`config.mk`:
```
export PLATFORM = sky130hd
export DESIGN_NAME = dls_gpio
export DESIGN_NICKNAME = d
export VERILOG_FILES = /design/src/common/dls_pkg.sv /design/src/dls_gpio.sv /design/src/dls_res_mux.sv
export SDC_FILE = /design/constraint.sdc
export NUM_CORES = 1
export LEC_CHECK = 0
export BUFFER_PORTS_ARGS = -buffer_cell sky130_fd_sc_hd__clkbuf_2
export CAP_MARGIN = 10
export CORE_AREA = 2 2 214 216
export CTS_BUF_LIST = sky130_fd_sc_hd__clkbuf_16
export CTS_CLUSTER_SIZE = 10
export DETAILED_ROUTE_END_ITERATION = 7
export DIE_AREA = 0 0 216 218
export PLACE_DENSITY_LB_ADDON = 0.15
export SETUP_SLACK_MARGIN = 0.15
export SLEW_MARGIN = 20
export SYNTH_ARGS = -nofsm -noshare
export SYNTH_HDL_FRONTEND = slang
export SYNTH_SLANG_ARGS = --single-unit
export TNS_END_PERCENT = 20
```
`constraint.sdc`:
```
create_clock -name clock_in -period 15 [get_ports clock_in]
set_input_delay 3 -clock clock_in [delete_from_list [all_inputs] [get_ports clock_in]]
set_output_delay 3 -clock clock_in [all_outputs]
set_load 0.01 [all_outputs]
```
`src/common/dls_pkg.sv`:
```
// package for the shared lcd/general io port: offsets, reset values, pin map, resource codes
// assumes an 8-bit special function register port and a small segment register file beside it
package dls_pkg;
	localparam logic [7:0] ADDR_PORT0_DATA = 8'h80;
	localparam logic [7:0] ADDR_PORT1_DATA = 8'h90;
	localparam logic [7:0] ADDR_PORT1_DIR = 8'h91;
	localparam logic [7:0] ADDR_PORT2_DATA = 8'hA0;
	localparam logic [7:0] ADDR_PORT2_DIR = 8'hA1;
	localparam logic [7:0] ADDR_PORT0_DIR = 8'hA2;
	localparam logic [7:0] ADDR_PORT3_DATA = 8'hB0;
	localparam logic [7:0] RST_BYTE = 8'h00;
	localparam int SEG_DATA_BIT = 0;
	localparam int SEG_DIR_BIT = 3;
	localparam int SFR_DIR_PINS = 24;
	localparam int SFR_DATA_PINS = 32;
	localparam int FIRST_SHARED = 4;
	localparam int RES_W = 3;
	localparam int RES_PINS = 12;
	localparam int OPTICAL_TRANSMIT_PIN_PIN = 2;
	localparam int OPTICAL_RECEIVE_PIN_PIN = 1;
	localparam logic [2:0] RES_NONE = 3'h0;
	localparam logic [2:0] RES_T0 = 3'h2;
	localparam logic [2:0] RES_T1 = 3'h3;
	localparam logic [2:0] RES_INT0_RISE = 3'h4;
	localparam logic [2:0] RES_INT1_RISE = 3'h5;
	localparam logic [2:0] RES_INT0_FALL = 3'h6;
	localparam logic [2:0] RES_INT1_FALL = 3'h7;
	typedef struct packed {
		logic wr;
		logic rd;
		logic [7:0] addr;
		logic [7:0] wdata;
	} dls_sfr_req_t;
	typedef struct packed {
		logic t0;
		logic t1;
		logic int0_rise;
		logic int1_rise;
		logic int0_fall;
		logic int1_fall;
	} dls_res_t;
endpackage

```
`src/dls_gpio.sv`:
```
// shared lcd / general io port: sfr data and direction, segment-register control, pin muxing
// assumes sfr strobes and segment registers are on clock_in; pins are asynchronous
`timescale 1ns/1ps
`default_nettype none
module dls_gpio #(
	parameter int NPINS = 53,
	parameter int NSHARED = 46
) (
	input wire logic clock_in,
	input wire logic sys_rst_in,
	input wire dls_pkg::dls_sfr_req_t sfr_req_in,
	output logic [7:0] sfr_rdata_out,
	input wire logic [NPINS-1:0] segment_select_bit_in,
	input wire logic [NPINS-1:0] seg_data_bit_in,
	input wire logic [NPINS-1:0] seg_dir_bit_in,
	input wire logic [NPINS-1:0] lcd_drive_in,
	input wire logic optical_transmit_pin_en_in,
	input wire logic optical_transmit_data_in,
	input wire logic optical_receive_pin_en_in,
	output logic optical_receive_data_out,
	input wire logic [dls_pkg::RES_PINS*3-1:0] pin_resource_selector_in,
	input wire logic [NPINS-1:0] pad_in,
	output logic [NPINS-1:0] pad_out,
	output logic [NPINS-1:0] pad_oe_n_out,
	output logic [NPINS-1:0] lcd_mode_out,
	output logic [NPINS-1:0] pin_level_out,
	output dls_pkg::dls_res_t resource_out
);
	// =====================================================================
	// sfr registers
	logic [7:0] data_ff [4];
	logic [7:0] dir_ff [3];
	logic [NPINS-1:0] meta_ff, sync_ff;
	logic [7:0] rdata_ff;
	wire logic [3:0] data_hit;
	wire logic [2:0] dir_hit;
	assign data_hit[0] = sfr_req_in.addr == dls_pkg::ADDR_PORT0_DATA;
	assign data_hit[1] = sfr_req_in.addr == dls_pkg::ADDR_PORT1_DATA;
	assign data_hit[2] = sfr_req_in.addr == dls_pkg::ADDR_PORT2_DATA;
	assign data_hit[3] = sfr_req_in.addr == dls_pkg::ADDR_PORT3_DATA;
	assign dir_hit[0] = sfr_req_in.addr == dls_pkg::ADDR_PORT0_DIR;
	assign dir_hit[1] = sfr_req_in.addr == dls_pkg::ADDR_PORT1_DIR;
	assign dir_hit[2] = sfr_req_in.addr == dls_pkg::ADDR_PORT2_DIR;

	genvar r;
	generate
		for (r = 0; r < 4; r++) begin : g_data
			always_ff @(posedge clock_in or posedge sys_rst_in) begin
				if (sys_rst_in) begin
					data_ff[r] <= dls_pkg::RST_BYTE;
				end else if (sfr_req_in.wr && data_hit[r]) begin
					data_ff[r] <= sfr_req_in.wdata;
				end
			end
		end
		for (r = 0; r < 3; r++) begin : g_dir
			always_ff @(posedge clock_in or posedge sys_rst_in) begin
				if (sys_rst_in) begin
					dir_ff[r] <= dls_pkg::RST_BYTE;
				end else if (sfr_req_in.wr && dir_hit[r]) begin
					dir_ff[r] <= sfr_req_in.wdata;
				end
			end
		end
	endgenerate

	// =====================================================================
	// pin synchroniser; only the second stage is read
	always_ff @(posedge clock_in or posedge sys_rst_in) begin
		if (sys_rst_in) begin
			meta_ff <= '0;
			sync_ff <= '0;
		end else begin
			meta_ff <= pad_in;
			sync_ff <= meta_ff;
		end
	end

	// =====================================================================
	// per-pin control
	wire logic [31:0] sfr_data_flat = {data_ff[3], data_ff[2], data_ff[1], data_ff[0]};
	wire logic [23:0] sfr_dir_flat = {dir_ff[2], dir_ff[1], dir_ff[0]};
	logic [NPINS-1:0] out_val, dir_val, shared, is_lcd, drive;
	genvar p;
	generate
		for (p = 0; p < NPINS; p++) begin : g_pin
			// pins 0..3 and the top dedicated ones have no select bit
			if (p >= dls_pkg::FIRST_SHARED && p < dls_pkg::FIRST_SHARED + NSHARED) begin : g_sh
				assign shared[p] = 1'b1;
			end else begin : g_ded
				assign shared[p] = 1'b0;
			end
			assign is_lcd[p] = shared[p] && segment_select_bit_in[p];
			if (p < dls_pkg::SFR_DATA_PINS) begin : g_sd
				assign out_val[p] = sfr_data_flat[p];
			end else begin : g_rd
				assign out_val[p] = seg_data_bit_in[p];
			end
			if (p < dls_pkg::SFR_DIR_PINS) begin : g_sdir
				assign dir_val[p] = sfr_dir_flat[p];
			end else begin : g_rdir
				assign dir_val[p] = seg_dir_bit_in[p];
			end
			assign drive[p] = dir_val[p];
		end
	endgenerate

	// optical lines take over their pins when enabled
	wire logic tx_take = optical_transmit_pin_en_in;
	wire logic rx_take = optical_receive_pin_en_in;
	logic [NPINS-1:0] nxt_pad, nxt_oe_n;
	always_comb begin
		for (int i = 0; i < NPINS; i++) begin
			nxt_pad[i] = is_lcd[i] ? lcd_drive_in[i] : out_val[i];
			nxt_oe_n[i] = !(is_lcd[i] || drive[i]);
		end
		if (tx_take) begin
			nxt_pad[dls_pkg::OPTICAL_TRANSMIT_PIN_PIN] = optical_transmit_data_in;
			nxt_oe_n[dls_pkg::OPTICAL_TRANSMIT_PIN_PIN] = 1'b0;
		end
		if (rx_take) begin
			nxt_oe_n[dls_pkg::OPTICAL_RECEIVE_PIN_PIN] = 1'b1;
		end
	end
	logic [NPINS-1:0] pad_ff, oe_n_ff;
	always_ff @(posedge clock_in or posedge sys_rst_in) begin
		if (sys_rst_in) begin
			pad_ff <= '0;
			oe_n_ff <= '1;
		end else begin
			pad_ff <= nxt_pad;
			oe_n_ff <= nxt_oe_n;
		end
	end
	assign pad_out = pad_ff;
	assign pad_oe_n_out = oe_n_ff;
	assign lcd_mode_out = is_lcd;
	assign pin_level_out = sync_ff;
	assign optical_receive_data_out = sync_ff[dls_pkg::OPTICAL_RECEIVE_PIN_PIN];

	// =====================================================================
	// sfr read: data registers return pin levels, direction returns stored bits
	wire logic [31:0] lvl_flat = sync_ff[31:0];
	logic [7:0] nxt_rdata;
	always_comb begin
		nxt_rdata = 8'h00;
		for (int k = 0; k < 4; k++) begin
			if (data_hit[k]) nxt_rdata = lvl_flat[k*8 +: 8];
		end
		for (int k = 0; k < 3; k++) begin
			if (dir_hit[k]) nxt_rdata = dir_ff[k];
		end
	end
	always_ff @(posedge clock_in or posedge sys_rst_in) begin
		if (sys_rst_in) begin
			rdata_ff <= 8'h00;
		end else if (sfr_req_in.rd) begin
			rdata_ff <= nxt_rdata;
		end
	end
	assign sfr_rdata_out = rdata_ff;

	// =====================================================================
	// internal resources from the first pins, tracked from the pad level
	dls_res_mux #(.NPINS(dls_pkg::RES_PINS)) u_res (
		.level_in(sync_ff[dls_pkg::RES_PINS-1:0]),
		.sel_in(pin_resource_selector_in),
		.res_out(resource_out)
	);
endmodule
`default_nettype wire

```
`src/dls_res_mux.sv`:
```
// per-pin internal resource routing for the shared io port
// assumes pin levels arrive already synchronised to clock_in
`timescale 1ns/1ps
`default_nettype none
module dls_res_mux #(
	parameter int NPINS = 12
) (
	input wire logic [NPINS-1:0] level_in,
	input wire logic [NPINS*3-1:0] sel_in,
	output dls_pkg::dls_res_t res_out
);
	logic [NPINS-1:0] hit_t0, hit_t1, hit_i0r, hit_i1r, hit_i0f, hit_i1f;
	// the selector taps the pad level, so an output pin is tracked too
	genvar g;
	generate
		for (g = 0; g < NPINS; g++) begin : g_pin
			wire logic [2:0] s = sel_in[g*3 +: 3];
			assign hit_t0[g] = level_in[g] && (s == dls_pkg::RES_T0);
			assign hit_t1[g] = level_in[g] && (s == dls_pkg::RES_T1);
			assign hit_i0r[g] = level_in[g] && (s == dls_pkg::RES_INT0_RISE);
			assign hit_i1r[g] = level_in[g] && (s == dls_pkg::RES_INT1_RISE);
			// falling resources get an inverted level so a low pin asserts the line
			assign hit_i0f[g] = !level_in[g] && (s == dls_pkg::RES_INT0_FALL);
			assign hit_i1f[g] = !level_in[g] && (s == dls_pkg::RES_INT1_FALL);
		end
	endgenerate
	// one driver for the whole struct, so no tool sees several continuous writers of one variable
	assign res_out = '{t0: |hit_t0, t1: |hit_t1, int0_rise: |hit_i0r, int1_rise: |hit_i1r,
		int0_fall: |hit_i0f, int1_fall: |hit_i1f};
endmodule
`default_nettype wire

```
==> results of run 1 <==
cell type report:
cell class	instances	share of cell area
antenna	5	0.000882
clock buffer	37	0.0652
timing repair buffer	474	0.168
multi-input combinational	392	0.208
sequential	276	0.491
clock inverter	29	0.0114
tap	600	0.0529
inverter	7	0.00238
stage by stage:
step	util	total power, W	worst slack, ps	hold WS (ps)
2_1_floorplan	-	0.000901	4480	331
3_3_place_gp	0.292	0.000993	7710	332
3_5_place_dp	0.292	0.000995	7720	335
4_1_cts	0.316	0.00181	7720	341
5_1_grt	0.316	0.00185	7520	345
6_report	0.316	0.00176	7750	339
metal layers:
metal | routed length (microns) | up-vias | GRT usage
met5 | 23 | - | 0
met1 | 12700 | 3656 | 0.155
met2 | 16700 | 287 | 0.236
li1 | - | 3487 | -
met3 | 2430 | 51 | 0.0409
met4 | 957 | 4 | 0.0616
cells in the final DEF, fill, tap and decap left out, types with 11 or more instances in the layout:
cell type,Yosys,final
clkbuf_16,0,37
dfstp_2,53,53
nand2_1,24,24
o22ai_1,17,17
a21oi_1,22,22
nor4bb_1,17,17
inv_1,7,26
nor2_1,67,67
nor3_1,20,20
mux2_2,95,95
nand4b_1,15,15
dfrtp_1,223,223
clkbuf_2,0,473
o21a_1,11,11
worst paths after layout:
check / slack (ps) / depth (start not counted) / from / to
setup / recovery: 7750 / 7 / pin_resource_selector_in[2] / resource_out[0]
hold / removal: 340 / 0 / meta_ff[23] / pin_level_out[23]
setup reg to reg: 13420 / 5 / pin_level_out[11] / sfr_rdata_out[3]
hold reg to reg: 340 / 0 / meta_ff[23] / pin_level_out[23]
max in group asynchronous: 10940 / 3 / sys_rst_in / pad_out[41]
min in group asynchronous: 2550 / 2 / sys_rst_in / pin_level_out[46]
cells by family after synthesis:
| logic type | after synthesis |
|---|---|
| AOI/OAI and AO/OA | 75 |
| other | 1 |
| muxes | 108 |
| and+or+nand+nor | 202 |
| buffers and inverters | 73 |
| DFF | 276 |
where the power goes:
part           internal, W  total [W]  switching, W  leakage, nW
Sequential        0.000790   0.000809     0.0000191         3.32
Clock             0.000463   0.000782      0.000319        0.593
Combinational    0.0000757   0.000169     0.0000930         3.18
state kept, by name, indices dropped and copies added, names as in the netlist:
| name | flops |
|---|---|
| pad_out | 53 |
| dir_ff | 24 |
| pin_level_out | 53 |
| meta_ff | 53 |
| pad_oe_n_out | 53 |
| data_ff | 32 |
| sfr_rdata_out | 8 |
==> out/qor.yml, run 1 <==
status:
  run_status: "finished, final reports clean"
clock_network:
  cts.htree.levels: 2
  cts_resized: 0
  post-cts-setup-buffers: 0
  cts_buffers: 36
  cts_hold_repair.buffers: 0
  clockRootBuffer: "clkbuf_16"
  path_clk_slew_ps: 50
  cts_max_path_buffers: 3
  clock_latency_ps: 530
  clock-sinks: 276
  cts_tree: "built"
timing:
  setup_viol: 0
  grt_setup_unrepaired: "false"
  finalHoldViolCount: 0
  drv_slew: 0
  worst_pin_slew_ps: 957
  fin_crit_sh: 0.483
  maxSlewHeadroom: 0.362
  fin_tns_setup_ps: 0
  min_period_ps: 7250
  max_freq_mhz: 138
  fin_skew_ps: 12.8
finish:
  area_growth_pct: 36.4
  seq_area_sq_mm: 0.00697
  stdcell_count: 1820
  nets: 1511
  n_fill_cell: 4673
  finalInstanceArea_sq_mm: 0.0142
  drive_gt1_frac: 0.562
  multi_input_area_sq_mm: 0.00295
yosys:
  syn_area_sq_mm: 0.0104
  async_reset_ff_frac: 1.00
  yosys.area_share.simple: 0.113
  synth.most_common_cell: "dfrtp_1"
  synth_top_area_share: 0.536
  synthXorXnorAreaFrac: 0
  syn_inst: 735
  synth_cell_types: 46
  yosysSeqAreaShare: 0.670
  synth_mux_area_frac: 0.119
  ys.flop_type: "dfrtp_1"
  synth_fa_ha_area_frac: 0
  synth_compound_area_frac: 0.0484
  synth_top_family_by_area: "multiplexers"
  syn_area_per_cell_sq_um: 14.2
  synth_edf_count: 0
  yosysWarnings: 0
  synth-seq-cells: 276
  yosys-top-cells-count: "223 x dfrtp_1, 95 x mux2_2, 67 x nor2_1"
  synthTopCellsByArea: "dfrtp_1 54%, dfstp_2 13%, mux2_2 10%, buf_4 4.1%, nor2_1 2.4%"
  yosysTopAreaCell: "dfrtp_1"
global_route:
  antenna_found_initial: 7
  grt_pass1_wl_mm: 47.6
  gr-total-overflow: 0
  grt_max_degree: 159
  grt_pass1_vias: 7815
  grt_use_total: 0.136
place:
  hpwl_mm: 24.7
  gp_congestion: 0.811
  dpl_cell_area_sq_mm: 0.0131
  dpl.cell_count: 1749
  io_buffers: 473
power_and_ir_drop:
  power.density_mw_per_mm2: 124
  ir_worst_vdd_mv: 0.0870
  leakage_nw: 7.10
detailed_routing:
  vias_per_cell: 4.11
  wl_per_cell_microns: 18.0
  final_antenna_net_count: 0
  drt_iter0_drc: 305
  first_pass_iters: 4
  drc: 0
  via_count: 7485
  drt-total-wl_mm: 32.8
floorplan:
  die_w_microns: 216
  pin_count: 551
  die_h_microns: 218
  start_util: 0.232
  die_area_sq_mm: 0.0471
  coreArea_sq_mm: 0.0449
  row_count: 78
setup_path:
  crit_path_max_fanout: 5
  critPathKind: "in2out"
  cp.arrival_ps: 4250
  crit_top_cell: "clkbuf_2"
  worstPathRequired_ps: 12000
  crit_family: "compound AO/OA/AOI/OAI gates"
  path_cells: "clkbuf_2, nand2_1, nor2_1, a22o_1, a2111oi_0, nand3_1, clkbuf_2"
  end_kind: "output pin"
  critPathMaxStageDelay_ps: 420
  crit_path_top_delay_cell: "a2111oi_0"
  path_buf_inv: 2
  critPathLaunchType: "input pin"
flow_run:
  max_cap_viol_count: 0
hold_path:
  hold_path_class: "reg2reg"
Note: power is estimated with default switching activity, not from simulation.
==> run 2: changes to the inputs <==
clock period = 6.3 ns   (was 15 ns; I/O delays follow)
==> run 2 against run 1 <==
  * Combinational power is 140% higher
  * Count of clock-buffer cells in the layout is 2 lower
  * Critical path depth stayed put
  * Sequential power is 140% higher
  * Flip-flop and latch count stayed put
  * Largest cell class unchanged
==> out/qor.yml, run 2 (synthesis results as in run 1) <==
power_and_ir_drop:
  power_w: 0.00415
  ir_worst_vdd_mv: 0.144
  switching_share: 0.249
  power.density_mw_per_mm2: 293
  clock_power_share: 0.439
  seqPwrFrac: 0.464
  comb_power_share: 0.097
  p_switching_w: 0.00103
  p_int_w: 0.00312
  leakage_nw: 7.09
detailed_routing:
  route.met2.wl_mm: 16.5
  drt-total-wl_mm: 32.5
  first_pass_iters: 4
  drt-met1-wl_mm: 12.9
  drt_iter0_drc: 359
  wl_per_cell_microns: 17.9
  final_antenna_net_count: 0
  vias_per_cell: 4.14
  topRoutingLayerUsed: "met5"
  drc: 0
  wl_met3_mm: 2.25
  via_count: 7514
setup_path:
  cp.arrival_ps: 2560
  path_cells: "clkbuf_2, nand2_1, nor2_1, a22o_1, a2111oi_0, nand3_1, clkbuf_2"
  worstPathRequired_ps: 5040
  crit_path_top_delay_cell: "a2111oi_0"
  end_kind: "output pin"
  startpoint: "pin_resource_selector_in[2]"
  crit_path_max_fanout: 5
  regToRegStartpoint: "pin_level_out[11]"
  critPathMaxStageDelay_ps: 450
  critPathLaunchType: "input pin"
  critPathKind: "in2out"
  crit_top_cell: "clkbuf_2"
floorplan:
  row_count: 78
  pin_count: 551
  die_h_microns: 218
  die_w_microns: 216
  die_area_sq_mm: 0.0471
  start_util: 0.232
  coreArea_sq_mm: 0.0449
clock_network:
  cts_max_path_buffers: 3
  cts_hold_repair.buffers: 0
  clockRootBuffer: "clkbuf_16"
  clock-sinks: 276
  post-cts-setup-buffers: 0
  cts_buffers: 35
  path_clk_slew_ps: 50
  clock_latency_ps: 540
  cts.htree.levels: 2
  cts_resized: 0
  cts_tree: "built"
global_route:
  antenna_found_initial: 4
  gr-total-overflow: 0
  grt_pass1_vias: 7850
  grt_use_total: 0.137
  grt_pass1_wl_mm: 48.3
  grt_max_degree: 139
finish:
  drive_gt1_frac: 0.562
  layout_commonest_cell: "clkbuf_2"
  nets: 1511
  seq_area_sq_mm: 0.00697
  area_growth_pct: 36.2
  n_fill_cell: 4696
  finalInstanceArea_sq_mm: 0.0142
  mostFrequentLayoutCells: "473 x clkbuf_2, 223 x dfrtp_1, 95 x mux2_2"
  multi_input_area_sq_mm: 0.00295
place:
  gp_congestion: 0.839
  io_buffers: 473
  dpl_cell_area_sq_mm: 0.0131
  hpwl_mm: 24.6
flow_run:
  max_cap_viol_count: 0
timing:
  setup_viol: 0
  fin_crit_sh: 0.606
  fin_tns_setup_ps: 0
  maxSlewHeadroom: 0.420
  fin_skew_ps: 18.2
  max_freq_mhz: 262
  finalHoldViolCount: 0
  grt_setup_unrepaired: "false"
  min_period_ps: 3820
  drv_slew: 0
  worst_pin_slew_ps: 869
status:
  run_status: "finished, final reports clean"
hold_path:
  hold_path_class: "reg2reg"
  min_from: "meta_ff[27]"
run 2: changes by cell type in the layout (fill, tap and decap cells not counted), sizes merged:
| cell | change |
|---|---|
| buf | +1 |
| clkbuf | -2 |
| clkinv | +5 |
| clkinvlp | -2 |
| diode | -2 |
| inv | -4 |
run 2: area by class of cell:
cell class | instances | area share
multi-input combinational | 392 | 0.208
clock inverter | 28 | 0.0126
tap | 600 | 0.0530
antenna | 3 | 0.000530
timing repair buffer | 475 | 0.170
sequential | 276 | 0.492
clock buffer | 35 | 0.0618
inverter | 7 | 0.00212
run 2: metrics by stage:
step / instances / util / hold slack [ps] / worst slack (ps)
2_1_floorplan: 741 / - / 331 / 1430
3_3_place_gp: 1750 / 0.292 / 331 / 2510
3_5_place_dp: 1750 / 0.292 / 335 / 2450
4_1_cts: 1813 / 0.316 / 341 / 2460
5_1_grt: 1815 / 0.316 / 348 / 2380
6_report: 1816 / 0.316 / 337 / 2480
run 2: path summary, 6_finish.rpt:
kind	endpoint	slack (ps)	cells after the start
max	resource_out[0]	2480	7
min	pin_level_out[27]	340	0
max reg2reg	sfr_rdata_out[3]	4750	5
min reg2reg	pin_level_out[27]	340	0
max in group asynchronous	pad_out[24]	4270	3
min in group asynchronous	pad_out[36]	810	2
run 2: routing by layer:
layer,GRT usage,vias to the layer above
li1,-,3485
met1,0.165,3678
met2,0.237,297
met3,0.0377,52
met4,0.0454,2
met5,0,-
run 2: power by group through the flow:
stage	combinational (W)	sequential [W]	clock, W
2_1_floorplan	0.000172	0.00197	0
3_3_place_gp	0.000411	0.00196	0
3_5_place_dp	0.000412	0.00196	0
4_1_cts	0.000413	0.00193	0.00191
5_1_grt	0.000445	0.00194	0.00199
6_report	0.000401	0.00193	0.00182
run 2: worst max-delay path: cells and delay by family:
kind	cells	cell delay, ps
AOI/OAI and AO/OA	2	680
buffers and inverters	2	290
and+or+nand+nor	3	330
==> run 3: changes to the inputs <==
clock period = 3.4 ns   (was 6.3 ns; I/O delays follow)
==> run 3 against run 2 <==
  * Clock skew down 9.2 ps
  * Largest power group unchanged
  * Utilization rose by 0.086 points
  * Largest cell class unchanged
  * First-iteration DRC count shrank 20%
  * Critical path type is now reg2out
  * Flip-flop and latch count did not move
  * Global-route usage down 0.22 points
  * Hold slack worse by 130 ps
==> out/qor.yml, run 3 (synthesis results as in run 1) <==
global_route:
  grt_pass1_vias: 7751
  gr-total-overflow: 0
  antenna_found_initial: 5
  grt_use_total: 0.135
  grt_max_degree: 98
  grt_pass1_wl_mm: 47.4
setup_path:
  startpoint: "pin_level_out[1]"
  worst_r2r_path_depth: 5
  worstPathRequired_ps: 2720
  end_kind: "output pin"
  endpoint: "resource_out[0]"
  crit_path_max_fanout: 8
  rrSetupSlack_ps: 1830
  critPathLaunchType: "register"
  critPathKind: "reg2out"
  critPathMaxStageDelay_ps: 530
  cp.arrival_ps: 2130
  path_cells: "nor2_1, a22o_1, a2111oi_0, nand3_1, clkbuf_2"
  crit_path_top_delay_cell: "dfrtp_1"
  regToRegStartpoint: "pin_level_out[10]"
  r2r_end: "sfr_rdata_out[2]"
finish:
  stdcell_count: 1823
  layout_commonest_cell: "clkbuf_2"
  area_growth_pct: 36.6
  drive_gt1_frac: 0.562
  n_fill_cell: 4698
  finalInstanceArea_sq_mm: 0.0142
  nets: 1518
  mostFrequentLayoutCells: "473 x clkbuf_2, 223 x dfrtp_1, 95 x mux2_2"
floorplan:
  die_w_microns: 216
  coreArea_sq_mm: 0.0449
  start_util: 0.232
  pin_count: 551
  die_h_microns: 218
  row_count: 78
  die_area_sq_mm: 0.0471
place:
  gp_congestion: 0.845
  dpl.cell_count: 1758
  dpl_cell_area_sq_mm: 0.0132
  io_buffers: 473
  hpwl_mm: 24.8
clock_network:
  cts_hold_repair.buffers: 0
  cts.htree.levels: 2
  cts_tree: "built"
  clockRootBuffer: "clkbuf_16"
  clock_latency_ps: 540
  post-cts-setup-buffers: 0
  cts_max_path_buffers: 3
  cts_resized: 0
  path_clk_slew_ps: 60
  clock-sinks: 276
  cts_buffers: 34
timing:
  drv_slew: 0
  grt_setup_unrepaired: "false"
  fin_skew_ps: 8.94
  worst_pin_slew_ps: 617
  maxSlewHeadroom: 0.588
  fin_crit_sh: 0.826
  setup_viol: 0
  max_freq_mhz: 356
  min_period_ps: 2810
  finalHoldViolCount: 0
detailed_routing:
  drt-total-wl_mm: 32.4
  wl_per_cell_microns: 17.8
  via_count: 7509
  vias_per_cell: 4.12
  drc: 0
  drt_iter0_drc: 287
  first_pass_iters: 4
  final_antenna_net_count: 0
power_and_ir_drop:
  power.density_mw_per_mm2: 531
  leakage_nw: 7.12
  ir_worst_vdd_mv: 0.326
flow_run:
  max_cap_viol_count: 0
status:
  run_status: "finished, final reports clean"
hold_path:
  hold_path_class: "in2async"
## run 3: changes by cell type in the layout (fill, tap and decap cells not counted), sizes merged
cell	change
buf	+8
inv	+2
bufinv	-1
clkinv	-1
clkbuf	-1
## run 3: worst min-delay path by stage
| stage | startpoint | to | slack (ps) | cells past startpoint |
|---|---|---|---|---|
| 2_1_floorplan | meta_ff[0] | pin_level_out[0] | 330 | 0 |
| 3_3_place_gp | meta_ff[34] | pin_level_out[34] | 330 | 0 |
| 3_5_place_dp | meta_ff[15] | pin_level_out[15] | 330 | 0 |
| 4_1_cts | sys_rst_in | pin_level_out[27] | 200 | 2 |
| 5_1_grt | pad_in[2] | meta_ff[2] | 210 | 1 |
| 6_report | sys_rst_in | pin_level_out[32] | 210 | 2 |
## run 3: stage by stage
stage          hold WS [ps]   util  TNS, ps  total power (W)  setup slack (ps)
4_1_cts                 202  0.316        0          0.00772               510
3_3_place_gp            331  0.294        0          0.00440               758
6_report                208  0.317        0          0.00754               591
3_5_place_dp            335  0.294        0          0.00440               723
5_1_grt                 207  0.317        0          0.00793               319
2_1_floorplan           331      -  -198040          0.00398              -888
## run 3: critical path: cells and delay by family, from the launching register on
family | cells | cell delay (ps)
compound gates | 2 | 630
flops | 1 | 530
simple gates | 2 | 270
buf+inv | 1 | 170
## run 3: area by class of cell
type	instances	area (sq um)	area share
flip-flops and latches	276	6970	0.491
multi-input cells	392	2950	0.208
repair buffers	483	2490	0.175
clock buffers	34	851	0.0599
well taps	600	751	0.0528
clock inverters	28	158	0.0111
inverters	7	30.0	0.00211
diodes	3	7.51	0.000528
## run 3: metal layers
layer | part of all wire | global-route usage
met1 | 0.40 | 0.158
met2 | 0.51 | 0.238
met3 | 0.063 | 0.0353
met4 | 0.025 | 0.0486
met5 | 0.00059 | 0
## run 3: power breakdown
part	leakage [nW]	internal [W]	switching, W
sequential	3.32	0.00348	0.0000847
clock	0.565	0.00183	0.00139
combinational	3.23	0.000345	0.000411
